[config.mk]
export PLATFORM = sky130hd
export DESIGN_NAME = half_key_builder
export DESIGN_NICKNAME = d
export VERILOG_FILES = /design/src/common/half_key_pkg.sv /design/src/verilog/half_key_builder.sv
export SDC_FILE = /design/constraint.sdc
export NUM_CORES = 2
export LEC_CHECK = 0
export BUFFER_PORTS_ARGS = -buffer_cell sky130_fd_sc_hd__buf_2
export CAP_MARGIN = 5
export CORE_UTILIZATION = 43
export CTS_CLUSTER_DIAMETER = 100
export DETAILED_ROUTE_END_ITERATION = 16
export PLACE_DENSITY = 0.74
export SETUP_SLACK_MARGIN = 0.5
export SYNTH_ARGS = -nofsm -noshare
export SYNTH_HDL_FRONTEND = slang
export SYNTH_SLANG_ARGS = --single-unit
[constraint.sdc]
create_clock -name clk -period 2.01 [get_ports clk]
set_input_delay 0.201 -clock clk [delete_from_list [all_inputs] [get_ports clk]]
set_output_delay 0.201 -clock clk [all_outputs]
set_load 0.02 [all_outputs]
[src/common/half_key_pkg.sv]
// Package: key field layout, frame classes, range-checker and register map for the half-key builder
`default_nettype none
package half_key_pkg;
  // ----------------------------------------------------------------------------
  // Key field positions and widths
  // ----------------------------------------------------------------------------
  localparam int KEY_LO = 96;
  localparam int KEY_W = 85;
  localparam int POS_TYPE = 96;
  localparam int W_TYPE = 16;
  localparam int POS_IPSNAP = 112;
  localparam int POS_IPV4 = 113;
  localparam int POS_FRAG = 114;
  localparam int POS_LATER = 115;
  localparam int POS_OPTS = 116;
  localparam int POS_DSCP = 117;
  localparam int W_DSCP = 6;
  localparam int POS_ADDR = 123;
  localparam int W_ADDR = 32;
  localparam int POS_L4 = 155;
  localparam int POS_TCP = 156;
  localparam int POS_SPORT = 157;
  localparam int W_PORT = 16;
  localparam int POS_RNG = 173;
  localparam int NUM_RANGES = 8;

  // ----------------------------------------------------------------------------
  // Protocol constants
  // ----------------------------------------------------------------------------
  localparam logic [15:0] TYPE_MIN = 16'h0600;
  localparam logic [15:0] OAM_TYPE_OR_PORT_FIELD = 16'h8902;
  localparam logic [7:0] OAM_HI = 8'h89;
  localparam logic [7:0] PROTO_TCP = 8'h06;
  localparam logic [7:0] PROTO_UDP = 8'h11;
  localparam logic [3:0] IPV4_MIN_HLEN = 4'h5;

  // Frame classes decided by the parser
  typedef enum logic [2:0] {
    FR_TYPE_OR_PORT_FIELD = 3'h0,
    FR_LLC = 3'h1,
    FR_SNAP = 3'h2,
    FR_IPV4 = 3'h3,
    FR_IPV6 = 3'h4,
    FR_ARP = 3'h5
  } frame_class_t;

  // Range checker types
  typedef enum logic [2:0] {
    RNG_SPORT = 3'h0,
    RNG_DPORT = 3'h1,
    RNG_EITHER = 3'h2,
    RNG_VID = 3'h3,
    RNG_DSCP = 3'h4
  } range_type_t;

  // Pipeline states (one-hot)
  typedef enum logic [1:0] {
    ST_IDLE = 2'b01,
    ST_OUT = 2'b10
  } pipe_state_t;

  // ----------------------------------------------------------------------------
  // Register map (byte addresses)
  // ----------------------------------------------------------------------------
  localparam logic [7:0] REG_DEST_SUB = 8'h00;
  localparam logic [7:0] REG_STATUS = 8'h04;
  localparam logic [7:0] REG_RANGE_BASE = 8'h20;
  localparam logic [7:0] DEST_SUB_RESET = 8'h00;
  localparam int RNG_TYPE_POS = 0;
  localparam int RNG_LO_POS = 0;
  localparam int RNG_HI_POS = 16;
  localparam logic [1:0] HTRANS_NONSEQ = 2'b10;
endpackage
`default_nettype wire

[src/verilog/half_key_builder.sv]
// Design: upper half-key builder for the first-stage classifier, with AHB-Lite configuration
// ----------------------------------------------------------------------------
// Functional notes
// - Type field at key bit 96, 16 bits; LLC gives destination and source SAP.
// - SNAP fills type field with protocol identifier bytes four and three.
// - IP L4_TRANSPORT_FLAG gives destination port; other IP gives protocol number.
// - ARP and EtherType frames copy EtherType into type field.
// - OAM 0x8902: upper byte 0x89, bit 7 masquerade, bits 6:0 level.
// - OAM encoding in type field sets the OAM frame flag.
// - Bit 112 set for IPv4, IPv6 or SNAP.
// - Bit 113 set only for IPv4.
// - Bit 114 set when IPv4 has more-fragments or nonzero offset.
// - Bit 115 set when IPv4 fragment offset is nonzero.
// - Bit 116 set when IPv4 header length exceeds five words.
// - Translated DSCP placed at bit 117, six bits.
// - Address field at bit 123, 32 bits; LLC gives control plus three payload bytes.
// - SNAP address field: identifier bytes two to zero then payload byte zero.
// - IP address field: low 32 bits of source address.
// - OAM, ARP, EtherType frames: first four payload bytes.
// - Per-port enable substitutes destination IP for source IP.
// - Bit 155 set for IP frames carrying TCP or UDP.
// - Bit 156 set only for IP frames carrying TCP.
// - L4_TRANSPORT_FLAG source port at bit 157, 16 bits.
// - Eight-bit range mask at bit 173, one bit per checker.
// - Checkers test source, destination, either port, VID or translated DSCP.
// - Type-encoded flag set when EtherType/length is at least 0x600.
// - OAM frame flag set for Y.1731 frames with EtherType 0x8902.
// ----------------------------------------------------------------------------
//
// Chosen here: the placing of the registers and the AHB-Lite interface to the registers.
`default_nettype none
module half_key_builder
  import half_key_pkg::*;
#(
  parameter int NUM_PORTS = 12,
  parameter int PORT_IDX_W = 4
) (
  // Clock and reset
  input wire logic clk,
  input wire logic rst_n,
  // Parsed frame from the parser
  input wire logic frameValid,
  input wire logic [2:0] frameClass,
  input wire logic [PORT_IDX_W-1:0] ingressPort,
  input wire logic [15:0] etherTypeLen,
  input wire logic [7:0] llcDsap,
  input wire logic [7:0] llcSsap,
  input wire logic [7:0] llcCtrl,
  input wire logic [39:0] snapPid,
  input wire logic [31:0] payloadHead,
  input wire logic oamMasquerade,
  input wire logic [6:0] oamLevel,
  input wire logic [7:0] ipProto,
  input wire logic [3:0] ipv4HeaderLen,
  input wire logic ipv4MoreFrags,
  input wire logic [12:0] ipv4FragOffset,
  input wire logic [31:0] srcIpLow,
  input wire logic [31:0] dstIpLow,
  input wire logic [15:0] l4SrcPort,
  input wire logic [15:0] l4DstPort,
  input wire logic frameTagged,
  input wire logic [11:0] frameVid,
  input wire logic [11:0] portDefaultVid,
  input wire logic [5:0] translatedDscp,
  // AHB-Lite slave
  input wire logic hsel,
  input wire logic [7:0] haddr,
  input wire logic [1:0] htrans,
  input wire logic hwrite,
  input wire logic [2:0] hsize,
  input wire logic [31:0] hwdata,
  input wire logic hready,
  output logic [31:0] hrdata,
  output logic hreadyout,
  output logic hresp,
  // Key to the match stage
  output logic keyValid,
  output logic [KEY_W-1:0] normalHalfKey,
  output logic typeEncodedFlag,
  output logic oamFrameFlag
);

  // The substitution enables are read and written as one bus word
  if (PORT_IDX_W < 1 || NUM_PORTS > (1 << PORT_IDX_W) || NUM_PORTS > 32) begin : g_badPorts
    $error("half_key_builder: port count does not fit");
  end
  // Range registers are decoded from three address bits
  if (NUM_RANGES != 8) begin : g_badRanges
    $error("half_key_builder: range count must be eight");
  end

  // ----------------------------------------------------------------------------
  // Configuration registers
  // ----------------------------------------------------------------------------
  logic [NUM_PORTS-1:0] destSubEnable_q;
  logic [2:0] rngType_q [NUM_RANGES];
  logic [15:0] rngLo_q [NUM_RANGES];
  logic [15:0] rngHi_q [NUM_RANGES];
  logic [31:0] keyCount_q;
  logic wrPend_q;
  logic [7:0] wrAddr_q;
  pipe_state_t state_q;

  function automatic logic inRange(input logic [15:0] v, input logic [15:0] lo, input logic [15:0] hi);
    inRange = (v >= lo) && (v <= hi);
  endfunction

  function automatic logic isCtrlWord(input logic [7:0] a);
    // Range registers take two words each: even = type, odd = low/high bounds
    isCtrlWord = (a >= REG_RANGE_BASE) && (a < REG_RANGE_BASE + 8'(NUM_RANGES * 8));
  endfunction

  // Range i sits at base + 8*i, so its index is the offset over eight
  function automatic logic [2:0] rangeIdx(input logic [7:0] a);
    logic [7:0] offs;
    offs = a - REG_RANGE_BASE;
    rangeIdx = offs[5:3];
  endfunction

  logic addrPhase;
  assign addrPhase = hsel && hready && htrans == HTRANS_NONSEQ;

  always_ff @(posedge clk or negedge rst_n) begin
    if (!rst_n) begin
      wrPend_q <= 1'b0;
      wrAddr_q <= 8'h00;
    end else begin
      wrPend_q <= addrPhase && hwrite;
      if (addrPhase) begin
        wrAddr_q <= haddr;
      end
    end
  end

  always_ff @(posedge clk or negedge rst_n) begin
    if (!rst_n) begin
      destSubEnable_q <= NUM_PORTS'(DEST_SUB_RESET);
      for (int i = 0; i < NUM_RANGES; i++) begin
        rngType_q[i] <= RNG_SPORT;
        rngLo_q[i] <= 16'h0000;
        rngHi_q[i] <= 16'h0000;
      end
    end else if (wrPend_q) begin
      if (wrAddr_q == REG_DEST_SUB) begin
        destSubEnable_q <= hwdata[NUM_PORTS-1:0];
      end else if (isCtrlWord(wrAddr_q)) begin
        if (wrAddr_q[2] == 1'b0) begin
          rngType_q[rangeIdx(wrAddr_q)] <= hwdata[RNG_TYPE_POS +: 3];
        end else begin
          rngLo_q[rangeIdx(wrAddr_q)] <= hwdata[RNG_LO_POS +: 16];
          rngHi_q[rangeIdx(wrAddr_q)] <= hwdata[RNG_HI_POS +: 16];
        end
      end
    end
  end

  // Read data is prepared during the address phase, so zero wait states
  always_ff @(posedge clk or negedge rst_n) begin
    if (!rst_n) begin
      hrdata <= 32'h0000_0000;
    end else if (addrPhase && !hwrite) begin
      if (haddr == REG_DEST_SUB) begin
        hrdata <= 32'(destSubEnable_q);
      end else if (haddr == REG_STATUS) begin
        hrdata <= keyCount_q;
      end else if (isCtrlWord(haddr) && haddr[2]) begin
        hrdata <= {rngHi_q[rangeIdx(haddr)], rngLo_q[rangeIdx(haddr)]};
      end else if (isCtrlWord(haddr)) begin
        hrdata <= {29'h0, rngType_q[rangeIdx(haddr)]};
      end else begin
        hrdata <= 32'h0000_0000;
      end
    end
  end

  always_ff @(posedge clk or negedge rst_n) begin
    if (!rst_n) begin
      hreadyout <= 1'b1;
      hresp <= 1'b0;
    end else begin
      hreadyout <= 1'b1;
      hresp <= 1'b0;
    end
  end

  // ----------------------------------------------------------------------------
  // Key field assembly
  // ----------------------------------------------------------------------------
  logic isIp, isIpv4, isL4, isTcp, isEtype, isOam, isFrag, isLater, hasOpts, useDest;
  logic [W_TYPE-1:0] typeField;
  logic [W_ADDR-1:0] addrField;
  logic [15:0] effVid;
  logic [NUM_RANGES-1:0] rngHit;

  // Frame-class decode shared by every field except the DSCP field
  always_comb begin
    isIpv4 = frameClass == FR_IPV4;
    isIp = isIpv4 || frameClass == FR_IPV6;
    isL4 = isIp && (ipProto == PROTO_TCP || ipProto == PROTO_UDP);
    isTcp = isIp && ipProto == PROTO_TCP;
    // Unused class codes fall back to plain EtherType handling
    isEtype = !(frameClass inside {FR_LLC, FR_SNAP, FR_IPV4, FR_IPV6, FR_ARP});
    isOam = isEtype && etherTypeLen == OAM_TYPE_OR_PORT_FIELD;
    // Non-IPv4 frames never raise layer-3 flags
    isFrag = isIpv4 && (ipv4MoreFrags || ipv4FragOffset != 13'h0000);
    isLater = isIpv4 && ipv4FragOffset != 13'h0000;
    hasOpts = isIpv4 && ipv4HeaderLen > IPV4_MIN_HLEN;
    // An index past the last port never substitutes
    useDest = (32'(ingressPort) < 32'(NUM_PORTS)) && destSubEnable_q[ingressPort];
    effVid = {4'h0, frameTagged ? frameVid : portDefaultVid};
  end

  // Overloaded type field
  always_comb begin
    case (frameClass)
      FR_LLC: typeField = {llcDsap, llcSsap};
      FR_SNAP: typeField = snapPid[39:24];
      FR_IPV4, FR_IPV6: typeField = isL4 ? l4DstPort : {8'h00, ipProto};
      FR_ARP: typeField = etherTypeLen;
      default: begin
        // OAM overloads the type field; its flag tells rules apart
        typeField = isOam ? {OAM_HI, oamMasquerade, oamLevel} : etherTypeLen;
      end
    endcase
  end

  // Overloaded source-address field
  always_comb begin
    case (frameClass)
      FR_LLC: addrField = {llcCtrl, payloadHead[31:8]};
      FR_SNAP: addrField = {snapPid[23:0], payloadHead[31:24]};
      FR_IPV4, FR_IPV6: addrField = useDest ? dstIpLow : srcIpLow;
      default: addrField = payloadHead;
    endcase
  end

  // Range checkers: port types only ever match TCP or UDP frames
  always_comb begin
    for (int i = 0; i < NUM_RANGES; i++) begin
      case (rngType_q[i])
        RNG_SPORT: rngHit[i] = isL4 && inRange(l4SrcPort, rngLo_q[i], rngHi_q[i]);
        RNG_DPORT: rngHit[i] = isL4 && inRange(l4DstPort, rngLo_q[i], rngHi_q[i]);
        RNG_EITHER: rngHit[i] = isL4 && (inRange(l4SrcPort, rngLo_q[i], rngHi_q[i])
                                 || inRange(l4DstPort, rngLo_q[i], rngHi_q[i]));
        RNG_VID: rngHit[i] = inRange(effVid, rngLo_q[i], rngHi_q[i]);
        RNG_DSCP: rngHit[i] = inRange({10'h000, translatedDscp}, rngLo_q[i], rngHi_q[i]);
        // Reserved type codes disable the checker
        default: rngHit[i] = 1'b0;
      endcase
    end
  end

  // ----------------------------------------------------------------------------
  // Output stage: one cycle from frameValid to keyValid
  // ----------------------------------------------------------------------------
  always_ff @(posedge clk or negedge rst_n) begin
    if (!rst_n) begin
      state_q <= ST_IDLE;
      keyValid <= 1'b0;
    end else begin
      case (state_q)
        ST_IDLE: state_q <= frameValid ? ST_OUT : ST_IDLE;
        ST_OUT: state_q <= frameValid ? ST_OUT : ST_IDLE;
        default: state_q <= ST_IDLE;
      endcase
      keyValid <= frameValid;
    end
  end

  always_ff @(posedge clk or negedge rst_n) begin
    if (!rst_n) begin
      keyCount_q <= 32'h0000_0000;
    end else if (state_q == ST_OUT) begin
      keyCount_q <= keyCount_q + 32'h0000_0001;
    end
  end

  // ----------------------------------------------------------------------------
  // Key registers, one per field group, held until the next frame
  // ----------------------------------------------------------------------------
  logic [W_TYPE-1:0] typeKey_q;
  logic [1:0] classKey_q;
  logic [2:0] l3Key_q;
  logic [W_DSCP-1:0] dscpKey_q;
  logic [W_ADDR-1:0] addrKey_q;
  logic [1:0] l4Key_q;
  logic [W_PORT-1:0] sportKey_q;
  logic [NUM_RANGES-1:0] rngKey_q;

  always_ff @(posedge clk or negedge rst_n) begin
    if (!rst_n) begin
      typeKey_q <= '0;
    end else if (frameValid) begin
      typeKey_q <= typeField;
    end
  end

  always_ff @(posedge clk or negedge rst_n) begin
    if (!rst_n) begin
      classKey_q <= 2'b00;
    end else if (frameValid) begin
      classKey_q <= {isIpv4, isIp || frameClass == FR_SNAP};
    end
  end

  // Fragment and options flags read as zero for anything but IPv4
  always_ff @(posedge clk or negedge rst_n) begin
    if (!rst_n) begin
      l3Key_q <= 3'b000;
    end else if (frameValid) begin
      l3Key_q <= {hasOpts, isLater, isFrag};
    end
  end

  always_ff @(posedge clk or negedge rst_n) begin
    if (!rst_n) begin
      dscpKey_q <= '0;
    end else if (frameValid) begin
      dscpKey_q <= translatedDscp;
    end
  end

  always_ff @(posedge clk or negedge rst_n) begin
    if (!rst_n) begin
      addrKey_q <= '0;
    end else if (frameValid) begin
      addrKey_q <= addrField;
    end
  end

  // A stale port would look like a real one to a match rule
  always_ff @(posedge clk or negedge rst_n) begin
    if (!rst_n) begin
      l4Key_q <= 2'b00;
      sportKey_q <= '0;
    end else if (frameValid) begin
      l4Key_q <= {isTcp, isL4};
      sportKey_q <= isL4 ? l4SrcPort : 16'h0000;
    end
  end

  always_ff @(posedge clk or negedge rst_n) begin
    if (!rst_n) begin
      rngKey_q <= '0;
    end else if (frameValid) begin
      rngKey_q <= rngHit;
    end
  end

  always_ff @(posedge clk or negedge rst_n) begin
    if (!rst_n) begin
      typeEncodedFlag <= 1'b0;
      oamFrameFlag <= 1'b0;
    end else if (frameValid) begin
      typeEncodedFlag <= etherTypeLen >= TYPE_MIN;
      oamFrameFlag <= isOam;
    end
  end

  // Pure wiring: every key bit comes straight from a register
  always_comb begin
    normalHalfKey = '0;
    normalHalfKey[POS_TYPE-KEY_LO +: W_TYPE] = typeKey_q;
    normalHalfKey[POS_IPSNAP-KEY_LO] = classKey_q[0];
    normalHalfKey[POS_IPV4-KEY_LO] = classKey_q[1];
    normalHalfKey[POS_FRAG-KEY_LO] = l3Key_q[0];
    normalHalfKey[POS_LATER-KEY_LO] = l3Key_q[1];
    normalHalfKey[POS_OPTS-KEY_LO] = l3Key_q[2];
    normalHalfKey[POS_DSCP-KEY_LO +: W_DSCP] = dscpKey_q;
    normalHalfKey[POS_ADDR-KEY_LO +: W_ADDR] = addrKey_q;
    normalHalfKey[POS_L4-KEY_LO] = l4Key_q[0];
    normalHalfKey[POS_TCP-KEY_LO] = l4Key_q[1];
    normalHalfKey[POS_SPORT-KEY_LO +: W_PORT] = sportKey_q;
    normalHalfKey[POS_RNG-KEY_LO +: NUM_RANGES] = rngKey_q;
  end

endmodule // half_key_builder
`default_nettype wire

== Word level (Yosys, flattened, before mapping) ==
Index checks and enable logic that the tools add are counted.
Operators by class
  add/subtract/negate cells: 3
  magnitude comparators: 75
  equal/unequal tests: 44
  muxes and demuxes: 39
  bitwise operators: 4
  reduce and logical (&&, ||, !) cells: 102
Operators with widths (count)
  $bwmux W128: 2
  $ge A16 B16 Y1: 16
  $le A16 B16 Y1: 16
  $ge A12 B16 Y1: 8
  $ge A6 B16 Y1: 8
  $le A12 B16 Y1: 8
  $le A6 B16 Y1: 8
  $mux W16: 8
  $mux W32: 4
  $bmux W16 S3: 2
  $pmux W32 S3: 1
  $logic_and A1 B1 Y1: 71
  $pmux W16 S4: 1
  $eq A3 B2 Y1 const B: 18
  $demux W16 S3: 1
  $pmux W1 S5: 8
  $add A32 B1 Y32 const B: 1
  $eq A3 B3 Y1 const B: 10
  $eq A3 B1 Y1 const B: 9
  $bwmux W24: 1
  $logic_not A3 Y1: 8
  $eq A16 B16 Y1 const B: 1
  $eq A8 B3 Y1 const B: 2
  $ge A16 B11 Y1 const B: 1
  other kinds (28): 54
Word-level totals
  bits in registers: 455
  input port bits: 331

== Depth between registers and ports, before layout ==
  word-level depth: 9
  depth in mapped cells: 10
  gate-level depth less buffers: 9

== Worst setup path before layout ==
OpenSTA, ideal clock, no wires.
  path type: input to register
  start point: input port frameTagged
  end point: register rngKey_q[4]
  setup time: 129 ps
  arrival time: 2846 ps
  required time: 1881 ps
  setup slack: -965 ps
  stages: 10
  cell sequence: buf_1 mux2i_1 ha_1 nor2b_1 o21ai_0 a31oi_1 o21ai_0 o211a_1 o2111a_1 a2111o_1
On the way
  cells in the longest elaborated chain, start to end: 4
Ends and longest elaborated chain
  from (decl): RTL line half_key_builder.sv:61  | input wire logic frameTagged,
  $mux W12 (*): RTL line half_key_builder.sv:210  | effVid = {4'h0, frameTagged ? frameVid : portDefaultVid};
  $ge A12 B16 Y1 or $le A12 B16 Y1 (tied branches): RTL line half_key_builder.sv:105  | inRange = (v >= lo) && (v <= hi);
  $logic_and A1 B1 Y1 (*): RTL line half_key_builder.sv:105
  $pmux W1 S5 (*): RTL line half_key_builder.sv:240  | case (rngType_q[i])
  to (signal assigned): RTL line half_key_builder.sv:346  | rngKey_q <= rngHit;
  to (decl): RTL line half_key_builder.sv:288  | logic [NUM_RANGES-1:0] rngKey_q;
Every way passes the cells marked *; elsewhere a longest branch is shown, timed or not.
A chain may end at the register's enable or synchronous reset.

== Final worst setup path ==
  start point: register rngHi_q[5] (netlist name)
  end point: register rngKey_q[7]
On the way
  cells in the longest elaborated chain, start to end: 5
Ends and longest elaborated chain
  from (decl): RTL line half_key_builder.sv:98  | logic [15:0] rngHi_q [NUM_RANGES];
  from (signal, indexed assignment): RTL line half_key_builder.sv:151  | rngHi_q[rangeIdx(wrAddr_q)] <= hwdata[RNG_HI_POS +: 16];
  $le A16 B16 Y1: RTL line half_key_builder.sv:105
  $logic_and A1 B1 Y1: RTL line half_key_builder.sv:105
  $logic_or A1 B1 Y1: RTL line half_key_builder.sv:244  | || inRange(l4DstPort, rngLo_q[i], rngHi_q[i]));
  $logic_and A1 B1 Y1: RTL line half_key_builder.sv:243  | RNG_EITHER: rngHit[i] = isL4 && (inRange(l4SrcPort, rngLo_q[i], rngHi_q[i])
  $pmux W1 S5 (*): RTL line half_key_builder.sv:240
Marked as above.

==> reports/results.tsv <==
stage	metric	value	unit
outcome	outcome	finished with violations	
outcome	violations	setup timing	
worst_setup_path	critPathCaptureType	register	
worst_setup_path	start_kind	register	
synthesis	ys.warnings.count	0	
synthesis	synth_area	40400	sq um
worst_setup_path	worst-setup-path-type	register to register	
synthesis	yosysSeqAreaShare	28.2	%
timing	tightest_slew	0.982	ns
detailed_routing	drtIter0Drc	6388	
timing	finClkSkew	0.0206	ns
synthesis	yosysTopAreaCell	dfrtp_1	
floorplan	fp.dieArea	95200	sq um
timing	rsz0062_at_grt	true	
synthesis	post-synth-top-count-cell	ha_1	
placed_design	postPlaceCellArea	53900	sq um
finish	layout-drive-gt1-share	43.3	%
cts	clk_pin_slew_worst_paths	0.06	ns
min_path	min_path_cells	5	
run	cap_violations	0	
finish	syn_to_final_growth	55.2	%
global_routing	grt_pass1_vias	45043	
finish	multi_input_area	31200	sq um
global_routing	grt_usage	45.0	%
placed_design	dp.cells	6809	
cts	cts_buffer_depth	3	
floorplan	rows	112	
detailed_routing	drt-wirelength-per-cell	31.3	microns
detailed_routing	ant_nets	0	
finish	final_cell_area	62700	sq um
synthesis	ys.flop_type	dfrtp_1	
finish	fillCellCount	6799	
placed_design	port_buffers	446	
synthesis	syn_avg_cell_area	9.63	sq um
synthesis	synth_top_area_share	28.1	%
synthesis	synth.distinct_cells	92	
cts	cts_tree	built	
floorplan	die_w	309	microns
timing	finalCritPeriodShare	125	%
detailed_routing	num_vias	46538	
global_routing	grt_max_degree	90	
finish	stdcell_count	7237	
worst_setup_path	required	2.57	ns
worst_setup_path	worst_ep_arrival_time	3.07	ns
worst_setup_path	r2r_cells	11	
floorplan	core-area	93200	sq um
global_routing	antenna_found_initial	17	
timing	maxSlewHeadroom	34.5	%
power_and_ir_drop	power.density	547	nW/um^2
synthesis	synthCells	4197	
cts	clock_latency	0.70	ns
cts	clock_sinks	455	
global_routing	grt_pass1_wl	307	mm
detailed_routing	wl	226	mm
worst_setup_path	crit_fanout	3	
power_and_ir_drop	peakVddDrop	0.704	mV
detailed_routing	dr.pass1.iters	10	
timing	finalHoldViolCount	0	
cts	cts_max_level	2	
placed_design	dp.final_hpwl	162	mm
cts	clock_tree.root_cell	clkbuf_16	
min_path	hp-class	primary input to register	
power_and_ir_drop	p_leak	31.4	nW
detailed_routing	drc	0	
floorplan	fp.dieH	309	microns
timing	postLayoutSetupSlackWorst	-0.497	ns
global_routing	gr-total-overflow	0	
timing	layout_min_cycle_time	2.51	ns
finish	nets	7055	
floorplan	ios	453	
placed_design	place.gp.congestion	1.10	
timing	finalSetupViolCount	195	
finish	ff_latch_area	11400	sq um
cts	cts_made_buffers	56	
synthesis	netlist_top_cells_count	ha_1, dfrtp_1, nand2_1, inv_1, a21oi_1	
synthesis	ys_seq_elements	455	
timing	finalMaxSlewViolations	0	
synthesis	syn_nets	5330	
synthesis	synth_area_leaders	dfrtp_1, ha_1, mux2_1	
synthesis	synth_edf_count	0	
floorplan	start_util	43.4	%
detailed_routing	via_per_inst	6.43	
synthesis	synthArstFlopShare	100	%
timing	fmax	399	MHz
stage by stage:
stage	worst slack (ns)	util, %	hold WS (ns)	power, W	setup TNS (ns)
floorplan	-0.287	-	-0.0946	0.0156	-18.25
detailed placement	-1.23	57.8	0.175	0.0213	-14.01
global route	-0.562	67.3	0.0232	0.0353	-23.00
finish	-0.497	67.3	0.0315	0.0343	-15.89
CTS	-0.536	64.6	0.00520	0.0329	-4.51
global placement	-1.18	57.8	0.184	0.0211	-11.81
state kept, by name (all words and copies together) (netlist names), 8 cells and up:
name and count:
destSubEnable_q 12, rngType_q 24, hrdata 32, keyCount_q 32
wrAddr_q 8, rngKey_q 8, addrKey_q 32, typeKey_q 16
sportKey_q 16, rngLo_q 128, rngHi_q 128
repair_timing:
| action | CTS | global route |
|---|---|---|
| pin swaps | 131 | 113 |
| gates cloned | 29 | 12 |
| hold buffers | 161 | 0 |
| endpoints found under the setup margin | 392 | 415 |
| endpoints found under the hold margin | 626 | 0 |
| gates resized for setup | 381 | 405 |
| buffers inserted | 67 | 40 |
metal layers:
| layer | GRT usage, % | vias to the layer above | wire (microns) |
|---|---|---|---|
| met5 | 0.758 | - | 90 |
| met4 | 35.1 | 12 | 22900 |
| met3 | 13.3 | 1194 | 29200 |
| met2 | 64.9 | 3684 | 92100 |
| met1 | 56.1 | 22222 | 82000 |
| li1 | - | 19426 | - |
worst paths after layout:
check | slack [ns] | start | end
worst max-delay path | -0.50 | rngHi_q[5]$_DFFE_PN0P_ | rngKey_q[7]$_DFFE_PN0P_
worst min-delay path | 0.03 | snapPid[35] | typeKey_q[11]$_DFFE_PN0P_
worst max register to register | -0.50 | rngHi_q[5]$_DFFE_PN0P_ | rngKey_q[7]$_DFFE_PN0P_
worst min register to register | 0.48 | keyCount_q[22]$_DFFE_PN0N_ | keyCount_q[22]$_DFFE_PN0N_
max in group asynchronous | 1.06 | rst_n | wrAddr_q[3]$_DFFE_PN0P_
min in group asynchronous | 0.07 | rst_n | classKey_q[1]$_DFFE_PN0P_
cells in the final DEF, fill, tap and decap left out, types with 97 or more instances in the layout:
cell type	n
mux2_4	195
o21ai_2	97
a21oi_1	262
o21ai_0	106
dlygate4sd3_1	161
ha_1	755
nor2_1	159
inv_1	248
buf_12	110
buf_4	975
nand2_1	222
dfrtp_1	448
buf_2	442
nand4_1	114
worst max-delay path: stages, from the launching register on:
cell,delay (ns)
dfrtp_1,0.41
clkinvlp_4,0.13
buf_12,0.16
buf_6,0.13
ha_4,0.27
nor2_1,0.05
nor4_2,0.31
o311ai_2,0.19
a311oi_2,0.28
buf_4,0.21
o31a_1,0.15
a31oi_1,0.08
layout make-up:
cell class,count,share of cell area [%]
multi-input cells,3305,49.7
repair buffers,1813,24.7
flip-flops and latches,455,18.2
clock buffers,81,2.59
well taps,1254,2.50
inverters,291,1.79
clock inverters,25,0.431
diodes,13,0.0519
power breakdown:
part / leakage, nW / switching [W] / internal, W
combinational: 25.2 / 0.00710 / 0.00575
clock: 0.929 / 0.00479 / 0.00616
sequential: 5.20 / 0.000609 / 0.00986
cells by family (layout without fill, tap and decap cells):
| kind of cell | after synthesis | count (layout) | share of synthesized area, % |
|---|---|---|---|
| adders and majority gates | 802 | 802 | 24.8 |
| other | 2 | 15 | 0.0186 |
| xor gates and xnor gates | 40 | 40 | 0.867 |
| AOI/OAI and AO/OA | 1065 | 1065 | 17.3 |
| and+or+nand+nor | 1020 | 1020 | 12.3 |
| DFF | 455 | 455 | 28.2 |
| muxes | 376 | 376 | 12.3 |
| buffers and inverters | 437 | 2210 | 4.19 |
Power figures use the tool's default switching activity.
